$ cat config.mk
export PLATFORM = sky130hd
export DESIGN_NAME = vsc_ctrl
export DESIGN_NICKNAME = d
export VERILOG_FILES = /design/src/hw/vsc_pkg.sv /design/src/hw/vsc_ctrl.sv /design/src/hw/vsc_decode.sv
export VERILOG_INCLUDE_DIRS = /design/src /design/src/hw
export SDC_FILE = /design/constraint.sdc
export NUM_CORES = 1
export LEC_CHECK = 0
export BUFFER_PORTS_ARGS = -buffer_cell sky130_fd_sc_hd__buf_2
export CELL_PAD_IN_SITES_DETAIL_PLACEMENT = 1
export CELL_PAD_IN_SITES_GLOBAL_PLACEMENT = 1
export CORE_ASPECT_RATIO = 1.2
export CORE_UTILIZATION = 43
export CTS_CLUSTER_SIZE = 25
export DETAILED_ROUTE_END_ITERATION = 10
export PLACE_DENSITY = 0.9
export SYNTH_ARGS = -nofsm -noshare
export SYNTH_HDL_FRONTEND = slang
export SYNTH_SLANG_ARGS = --single-unit
$ cat constraint.sdc
create_clock -name mclk -period 6.6 [get_ports mclk]
set_clock_uncertainty 0.15 [all_clocks]
set_input_delay 1.32 -clock mclk [delete_from_list [all_inputs] [get_ports mclk]]
set_output_delay 1.32 -clock mclk [all_outputs]
set_load 0.01 [all_outputs]
$ cat src/hw/vsc_defs.svh
// constants for the video dram cycle sequencer
`ifndef VSC_DEFS_SVH
`define VSC_DEFS_SVH
`define VSC_ROW_W        9
`define VSC_COL_W        9
`define VSC_DQ_W         8
`define VSC_COL_MSB      8
`define VSC_STOP_LO      4
`define VSC_STOP_HI      7
`define VSC_STOP_DEFAULT 4'hF
`define VSC_T_SETUP_NS   100
`define VSC_T_STROBE_NS  150
`define VSC_CLK_NS       50
`define VSC_SETUP_CYC    ((`VSC_T_SETUP_NS + `VSC_CLK_NS - 1) / `VSC_CLK_NS)
`define VSC_STROBE_CYC   ((`VSC_T_STROBE_NS + `VSC_CLK_NS - 1) / `VSC_CLK_NS)
`endif

$ cat src/hw/vsc_pkg.sv
// types for the video dram cycle sequencer
package vsc_pkg;
	typedef enum logic [3:0] {
		VSC_CMD_NONE        = 4'h0,
		VSC_CMD_READ_XFER   = 4'h1,
		VSC_CMD_SPLIT_READ  = 4'h2,
		VSC_CMD_MASK_WXFER  = 4'h3,
		VSC_CMD_SPLIT_WXFER = 4'h4,
		VSC_CMD_SET_STOP    = 4'h5,
		VSC_CMD_RESET_OPT   = 4'h6,
		VSC_CMD_WRITE       = 4'h7,
		VSC_CMD_MASK_WRITE  = 4'h8,
		VSC_CMD_BLOCK       = 4'h9,
		VSC_CMD_MASK_BLOCK  = 4'hA,
		VSC_CMD_FLASH       = 4'hB,
		VSC_CMD_LOAD_MASK   = 4'hC,
		VSC_CMD_LOAD_COLOR  = 4'hD,
		VSC_CMD_READ_REG    = 4'hE
	} vsc_cmd_e;
	typedef struct packed {
		vsc_cmd_e    cmd;
		logic [8:0]  row;
		logic [8:0]  col;
		logic [7:0]  mask;
		logic [7:0]  data;
		logic        reg_sel;
	} vsc_req_s;
	typedef struct packed {
		logic        row_strobe_n;
		logic        column_strobe_n;
		logic        transfer_output_enable_n;
		logic        write_mask_enable_n;
		logic        special_function_select;
	} vsc_strobe_s;
endpackage : vsc_pkg

$ cat src/hw/vsc_ctrl.sv
// controller that sequences strobe cycles into a dual-port video dram
`timescale 1ns/1ps
`include "vsc_defs.svh"
module vsc_ctrl #(
	parameter int ROW_W = `VSC_ROW_W,
	parameter int DQ_W  = `VSC_DQ_W
) (
	input  wire logic                mclk,
	input  wire logic                sys_rst,
	input  wire logic                req_valid,
	input  vsc_pkg::vsc_req_s        req,
	output logic                     req_ready,
	output logic                     req_error,
	output logic                     rd_valid,
	output logic [DQ_W-1:0]          rd_data,
	output logic                     old_mask_mode,
	output logic                     split_read_allowed,
	output logic                     split_write_allowed,
	output vsc_pkg::vsc_strobe_s     strb,
	output logic [ROW_W-1:0]         addr,
	output logic [DQ_W-1:0]          dq_out,
	output logic                     dq_oe_n,
	input  wire logic [DQ_W-1:0]     dq_in
);
	if (ROW_W != `VSC_ROW_W || DQ_W != `VSC_DQ_W) begin : g_bad_width
		$error("vsc_ctrl: unsupported widths");
	end

	// ------------------------------------------------------------
	// states
	// ------------------------------------------------------------
	typedef enum logic [2:0] {
		ST_IDLE  = 3'b000,
		ST_SETUP = 3'b001,
		ST_ROW   = 3'b011,
		ST_COL   = 3'b010,
		ST_DONE  = 3'b110
	} vsc_state_e;

	vsc_state_e         state, next_state;
	vsc_pkg::vsc_req_s  cur, next_cur;
	logic [2:0]         cnt, next_cnt;
	logic               rt_done, next_rt_done;
	logic               mwt_done, next_mwt_done;
	logic               old_mask, next_old_mask;
	logic               bad, next_bad;
	logic               rvalid, next_rvalid;
	logic [DQ_W-1:0]    rdata, next_rdata;
	vsc_pkg::vsc_strobe_s s, next_s;
	logic [ROW_W-1:0]   a, next_a;
	logic [DQ_W-1:0]    dqo, next_dqo;
	logic               oen, next_oen;
	logic [DQ_W-1:0]    dq_s1, dq_s2;

	logic cbr, xfer_n, we_n, dsf_row, dsf_col, mask_at_row, legal;
	logic stop_ok, allowed;

	vsc_decode u_dec (
		.cmd         (state == ST_IDLE ? req.cmd : cur.cmd),
		.cbr         (cbr),
		.xfer_n      (xfer_n),
		.we_n        (we_n),
		.dsf_row     (dsf_row),
		.dsf_col     (dsf_col),
		.mask_at_row (mask_at_row),
		.legal       (legal)
	);

	// stop pattern must be a run of ones from bit 4 up
	always_comb begin
		case (req.row[`VSC_STOP_HI:`VSC_STOP_LO])
			4'hF, 4'h7, 4'h3, 4'h1, 4'h0: stop_ok = 1'b1;
			default:                      stop_ok = 1'b0;
		endcase
		allowed = legal;
		if (req.cmd == vsc_pkg::VSC_CMD_SPLIT_READ && !rt_done)
			allowed = 1'b0;
		if (req.cmd == vsc_pkg::VSC_CMD_SPLIT_WXFER && !mwt_done)
			allowed = 1'b0;
		if (req.cmd == vsc_pkg::VSC_CMD_SET_STOP && !stop_ok)
			allowed = 1'b0;
	end

	// ------------------------------------------------------------
	// sequencer
	// ------------------------------------------------------------
	always_comb begin
		next_state    = state;
		next_cur      = cur;
		next_cnt      = cnt;
		next_rt_done  = rt_done;
		next_mwt_done = mwt_done;
		next_old_mask = old_mask;
		next_bad      = 1'b0;
		next_rvalid   = 1'b0;
		next_rdata    = rdata;
		next_s        = s;
		next_a        = a;
		next_dqo      = dqo;
		next_oen      = oen;
		case (state)
			ST_IDLE: begin
				if (req_valid) begin
					if (allowed) begin
						next_cur   = req;
						next_state = ST_SETUP;
						next_cnt   = 3'(`VSC_SETUP_CYC);
						next_s.column_strobe_n          = ~cbr;
						next_s.transfer_output_enable_n = xfer_n;
						next_s.write_mask_enable_n      = we_n;
						next_s.special_function_select  = dsf_row;
						next_a   = req.row;
						// mask rides the data pins at the row fall; old-mask mode ignores it
						next_dqo = req.mask;
						next_oen = ~mask_at_row;
					end else begin
						next_bad = 1'b1;
					end
				end
			end
			ST_SETUP: begin
				next_cnt = cnt - 3'd1;
				if (cnt == 3'd1) begin
					next_s.row_strobe_n = 1'b0;
					next_state = ST_ROW;
					next_cnt   = 3'(`VSC_STROBE_CYC);
				end
			end
			ST_ROW: begin
				next_cnt = cnt - 3'd1;
				if (cnt == 3'd2 && !cbr) begin
					// column phase: start tap, block column, or write data
					next_a = cur.col;
					next_s.special_function_select  = dsf_col;
					// register read picks mask or colour through the column-fall select
					if (cur.cmd == vsc_pkg::VSC_CMD_READ_REG)
						next_s.special_function_select = cur.reg_sel;
					next_s.transfer_output_enable_n =
						(cur.cmd == vsc_pkg::VSC_CMD_READ_REG) ? 1'b0 : 1'b1;
					// writes and register loads need write enable low at the column fall
					next_s.write_mask_enable_n =
						(cur.cmd == vsc_pkg::VSC_CMD_READ_REG) ? 1'b1
						: (!xfer_n) ? we_n : 1'b0;
					next_dqo = (cur.cmd == vsc_pkg::VSC_CMD_READ_REG) ? {DQ_W{1'b0}}
						: (dsf_col ? cur.mask : cur.data);
					next_oen = (cur.cmd == vsc_pkg::VSC_CMD_READ_REG ||
						cur.cmd == vsc_pkg::VSC_CMD_READ_XFER ||
						cur.cmd == vsc_pkg::VSC_CMD_SPLIT_READ);
				end
				if (cnt == 3'd1) begin
					if (!cbr)
						next_s.column_strobe_n = 1'b0;
					next_state = ST_COL;
					next_cnt   = 3'(`VSC_STROBE_CYC);
				end
			end
			ST_COL: begin
				next_cnt = cnt - 3'd1;
				if (cnt == 3'd1) begin
					if (cur.cmd == vsc_pkg::VSC_CMD_READ_REG) begin
						next_rvalid = 1'b1;
						next_rdata  = dq_s2;
					end
					next_s   = '{1'b1, 1'b1, 1'b1, 1'b1, 1'b0};
					next_oen = 1'b1;
					next_state = ST_DONE;
				end
			end
			ST_DONE: begin
				case (cur.cmd)
					vsc_pkg::VSC_CMD_READ_XFER:  next_rt_done  = 1'b1;
					vsc_pkg::VSC_CMD_MASK_WXFER: next_mwt_done = 1'b1;
					vsc_pkg::VSC_CMD_LOAD_MASK:  next_old_mask = 1'b1;
					vsc_pkg::VSC_CMD_RESET_OPT:  next_old_mask = 1'b0;
					default:                     next_old_mask = old_mask;
				endcase
				next_state = ST_IDLE;
			end
			default: next_state = ST_IDLE;
		endcase
	end

	always_ff @(posedge mclk) begin
		dq_s1 <= dq_in;
		dq_s2 <= dq_s1;
		if (sys_rst) begin
			state    <= ST_IDLE;
			cur      <= '0;
			cnt      <= 3'h0;
			rt_done  <= 1'b0;
			mwt_done <= 1'b0;
			old_mask <= 1'b0;
			bad      <= 1'b0;
			rvalid   <= 1'b0;
			rdata    <= '0;
			s        <= '{1'b1, 1'b1, 1'b1, 1'b1, 1'b0};
			a        <= '0;
			dqo      <= '0;
			oen      <= 1'b1;
		end else begin
			state    <= next_state;
			cur      <= next_cur;
			cnt      <= next_cnt;
			rt_done  <= next_rt_done;
			mwt_done <= next_mwt_done;
			old_mask <= next_old_mask;
			bad      <= next_bad;
			rvalid   <= next_rvalid;
			rdata    <= next_rdata;
			s        <= next_s;
			a        <= next_a;
			dqo      <= next_dqo;
			oen      <= next_oen;
		end
	end

	// ------------------------------------------------------------
	// outputs, all registered
	// ------------------------------------------------------------
	logic rdy_q;
	always_ff @(posedge mclk) begin
		if (sys_rst)
			rdy_q <= 1'b0;
		else
			rdy_q <= (next_state == ST_IDLE);
	end
	assign req_ready           = rdy_q;
	assign req_error           = bad;
	assign rd_valid            = rvalid;
	assign rd_data             = rdata;
	assign old_mask_mode       = old_mask;
	assign split_read_allowed  = rt_done;
	assign split_write_allowed = mwt_done;
	assign strb                = s;
	assign addr                = a;
	assign dq_out              = dqo;
	assign dq_oe_n             = oen;
endmodule : vsc_ctrl

$ cat src/hw/vsc_decode.sv
// maps a command to the strobe levels sampled at the row and column strobe falls
`timescale 1ns/1ps
module vsc_decode (
	input  vsc_pkg::vsc_cmd_e  cmd,
	output logic               cbr,
	output logic               xfer_n,
	output logic               we_n,
	output logic               dsf_row,
	output logic               dsf_col,
	output logic               mask_at_row,
	output logic               legal
);
	always_comb begin
		cbr         = 1'b0;
		xfer_n      = 1'b1;
		we_n        = 1'b1;
		dsf_row     = 1'b0;
		dsf_col     = 1'b0;
		mask_at_row = 1'b0;
		legal       = 1'b1;
		case (cmd)
			vsc_pkg::VSC_CMD_READ_XFER: begin
				xfer_n = 1'b0;
			end
			vsc_pkg::VSC_CMD_SPLIT_READ: begin
				xfer_n  = 1'b0;
				dsf_row = 1'b1;
			end
			vsc_pkg::VSC_CMD_MASK_WXFER: begin
				xfer_n      = 1'b0;
				we_n        = 1'b0;
				mask_at_row = 1'b1;
			end
			vsc_pkg::VSC_CMD_SPLIT_WXFER: begin
				xfer_n      = 1'b0;
				we_n        = 1'b0;
				dsf_row     = 1'b1;
				mask_at_row = 1'b1;
			end
			vsc_pkg::VSC_CMD_SET_STOP: begin
				cbr     = 1'b1;
				we_n    = 1'b0;
				dsf_row = 1'b1;
			end
			vsc_pkg::VSC_CMD_RESET_OPT: begin
				cbr = 1'b1;
			end
			vsc_pkg::VSC_CMD_WRITE: begin
				we_n = 1'b1;
			end
			vsc_pkg::VSC_CMD_MASK_WRITE: begin
				we_n        = 1'b0;
				mask_at_row = 1'b1;
			end
			vsc_pkg::VSC_CMD_BLOCK: begin
				dsf_col = 1'b1;
			end
			vsc_pkg::VSC_CMD_MASK_BLOCK: begin
				we_n        = 1'b0;
				dsf_col     = 1'b1;
				mask_at_row = 1'b1;
			end
			vsc_pkg::VSC_CMD_FLASH: begin
				we_n        = 1'b0;
				dsf_row     = 1'b1;
				mask_at_row = 1'b1;
			end
			vsc_pkg::VSC_CMD_LOAD_MASK: begin
				dsf_row = 1'b1;
			end
			vsc_pkg::VSC_CMD_LOAD_COLOR: begin
				dsf_row = 1'b1;
				dsf_col = 1'b1;
			end
			vsc_pkg::VSC_CMD_READ_REG: begin
				dsf_row = 1'b0;
			end
			default: begin
				legal = 1'b0;
			end
		endcase
	end
endmodule : vsc_decode

==> run_results.csv <==
group,metric,value,unit
outcome,status,"completed",
yosys,synthCells,460,
sta,max_freq,270.6,MHz
global_route,grt_pass1_wl,18350,um
floorplan,dieArea,9590,um2
global_route,grt_pass1_vias,3766,
power,pwr-share-comb,0.163,
power,p_clk_frac,0.326,
place,gp_congestion,0.8562,
power,p_leak,1.909,nW
final_layout,final_common_cell,"nand2_1",
final_layout,fin_nets,573,
yosys,async_reset_ff_frac,0,
detailed_routing,drtPass1Iterations,4,
power,internal_power,0.8301,mW
detailed_routing,routed_wl,11320,um
final_layout,final_util,0.5214,
detailed_routing,wl_per_cell,17.64,um
sta,rsz0062_at_grt,"no",
floorplan,die_w,89.56,um
setup_path,cp-start-kind,"register",
yosys,avgSynthCellArea,8.601,um2
global_route,grt_max_degree,51,
setup_path,crit_required,6.65,ns
floorplan,row_count,37,
sta,hold_viol_final,0,
final_layout,diodes,0,
clock_tree,cts_made_buffers,9,
clock_tree,root_buffer,"clkbuf_8",
yosys,syn-cell-area,3956,um2
power,power_frac_seq,0.511,
setup_path,worstPathArrival,3.75,ns
yosys,synth_edf_count,0,
power,ir_worst_vdd,0.0001978,V
power,p_per_area,259.1,nW/um2
power,p_switching,0.3516,mW
clock_tree,cts.clk_slew.worst_paths,0.09,ns
yosys,syn_nets,513,
run,maxCapViolCount,0,
clock_tree,clk_latency,0.36,ns
floorplan,core_area,8750,um2
floorplan,start_util,0.4522,
place,dpl.hpwl,7866,um
sta,setup_viol,0,
clock_tree,cts_sinks,89,
setup_path,endpoint_kind,"register",
final_layout,drive_gt1_frac,0.2343,
yosys,ys_seq_area_frac,0.4503,
global_route,grt_antenna_before_repair,0,
floorplan,fp.dieH,107.1,um
detailed_routing,drc,0,
sta,fin_crit_sh,0.5599,
clock_tree,cts_buffer_depth,2,
yosys,synth_cell_types,62,
global_route,gr-total-overflow,0,
sta,period_minus_slack,3.695,ns
final_layout,area_growth,15.31,%
yosys,ys_warn_count,0,
power,p_sw_frac,0.2975,
detailed_routing,antenna_left,0,
clock_tree,ctsHoldBuffers,0,
detailed_routing,drt_iter0_drc,192,
detailed_routing,vias,3627,
sta,relSlewSlack,0.1753,
yosys,synth_seq_cells,89,
setup_path,cp_max_fo,18,
place,io_buffers,86,
global_route,grt_use_total,0.2517,
clock_tree,post_cts_buffers,0,
yosys,synth-main-ff-cell,"dfxtp_1",
floorplan,pin_count,87,
clock_tree,cts_resized,0,
clock_tree,cts_max_level,3,
sta,tns,0,ns
detailed_routing,via_per_inst,5.650,
sta,drv_slew,0,
setup_path,path_class,"register to register",
min_path,hp-class,"register to register",
sta,worst_pin_slew,1.232,ns
clock_tree,cts_tree,"yes",
final_layout,final_cell_mix,"nand2_1 (95), dfxtp_1 (89), buf_2 (86), a21oi_1 (42), nor3_1 (24)",
[metrics by stage]
| stage | power [mW] | hold slack (ns) | instance area (um2) | instances | setup WS [ns] |
|---|---|---|---|---|---|
| final | 1.182 | 0.1823 | 4562 | 642 | 2.905 |
| after global routing | 1.236 | 0.1930 | 4562 | 642 | 2.645 |
| after CTS | 1.188 | 0.1847 | 4562 | 642 | 2.928 |
| after detailed placement | 0.8067 | 0.1635 | 4359 | 626 | 2.677 |
| after global placement | 0.7950 | 0.1612 | 4359 | 626 | 2.777 |
| after floorplan | 0.7424 | 0.1596 | 3956 | 460 | 3.564 |
[critical path, stage by stage, from the launching register on]
cell and delay (ns):
dfxtp_1 0.59, and2b_1 0.24, nand2_1 0.52, nor4b_4 1.05
or2_1 0.74, a311oi_2 0.22
[sequential cells by signal, indices dropped and copies added (netlist names), 3 cells and up]
register	count
dq_s2	8
dq_out	8
state	3
strb	5
dq_s1	8
rd_data	8
addr	9
cur	30
cnt	3
[cell type report]
cell class                      count  area (um2)
Timing Repair Buffer               88       445.4
Clock inverter                      7       78.83
Inverter                            6       22.52
Sequential cell                    89        1782
Tap cell                          117       146.4
Clock buffer                        9       123.9
Fill cell                        1069        4188
Multi-Input combinational cell    326        1963
[power groups by stage]
stage / clock network, mW / logic (mW) / registers [mW]
global placement: 0 / 0.183 / 0.612
CTS: 0.391 / 0.194 / 0.604
global route: 0.413 / 0.214 / 0.609
detailed placement: 0 / 0.191 / 0.616
floorplan: 0 / 0.132 / 0.611
finish: 0.385 / 0.193 / 0.604
[cell families after synthesis]
group,Yosys count,synth area share
adders and majority gates,3,0.009489
xor gates and xnor gates,4,0.008857
DFF,89,0.4503
AOI/OAI and AO/OA,114,0.2062
buffers and inverters,45,0.05345
muxes,10,0.02530
and+or+nand+nor,195,0.2464
[cells in the mapped netlist, drive strengths merged (8+ instances only)]
cell / n / area, um2
and3: 9 / 56.30
o21ai: 19 / 95.09
nor2b: 8 / 50.05
nand2: 95 / 356.6
mux2i: 10 / 100.1
clkbuf: 22 / 83.83
dfxtp: 89 / 1782
a21boi: 8 / 60.06
a311oi: 18 / 220.2
nor2: 23 / 86.33
buf: 17 / 105.1
nor3: 26 / 146.4
a21oi: 42 / 210.2
[per-layer routing]
metal / vias up / global-route usage / wire (um)
li1: 1738 / - / -
met1: 1782 / 0.2955 / 4818
met2: 81 / 0.4372 / 5875
met3: 26 / 0.04850 / 323
met4: 0 / 0.1066 / 306
met5: - / 0 / 0
[final timing paths]
| path | startpoint | endpoint | slack (ns) | cells past startpoint |
|---|---|---|---|---|
| worst min register to register | dq_s1[6] | dq_s2[6] | 0.18 | 0 |
| worst min-delay path | dq_s1[6] | dq_s2[6] | 0.18 | 0 |
| worst max-delay path | state[0] | addr[7] | 2.90 | 5 |
| worst max register to register | state[0] | addr[7] | 2.90 | 5 |
Note: power is estimated with default switching activity, not from simulation.
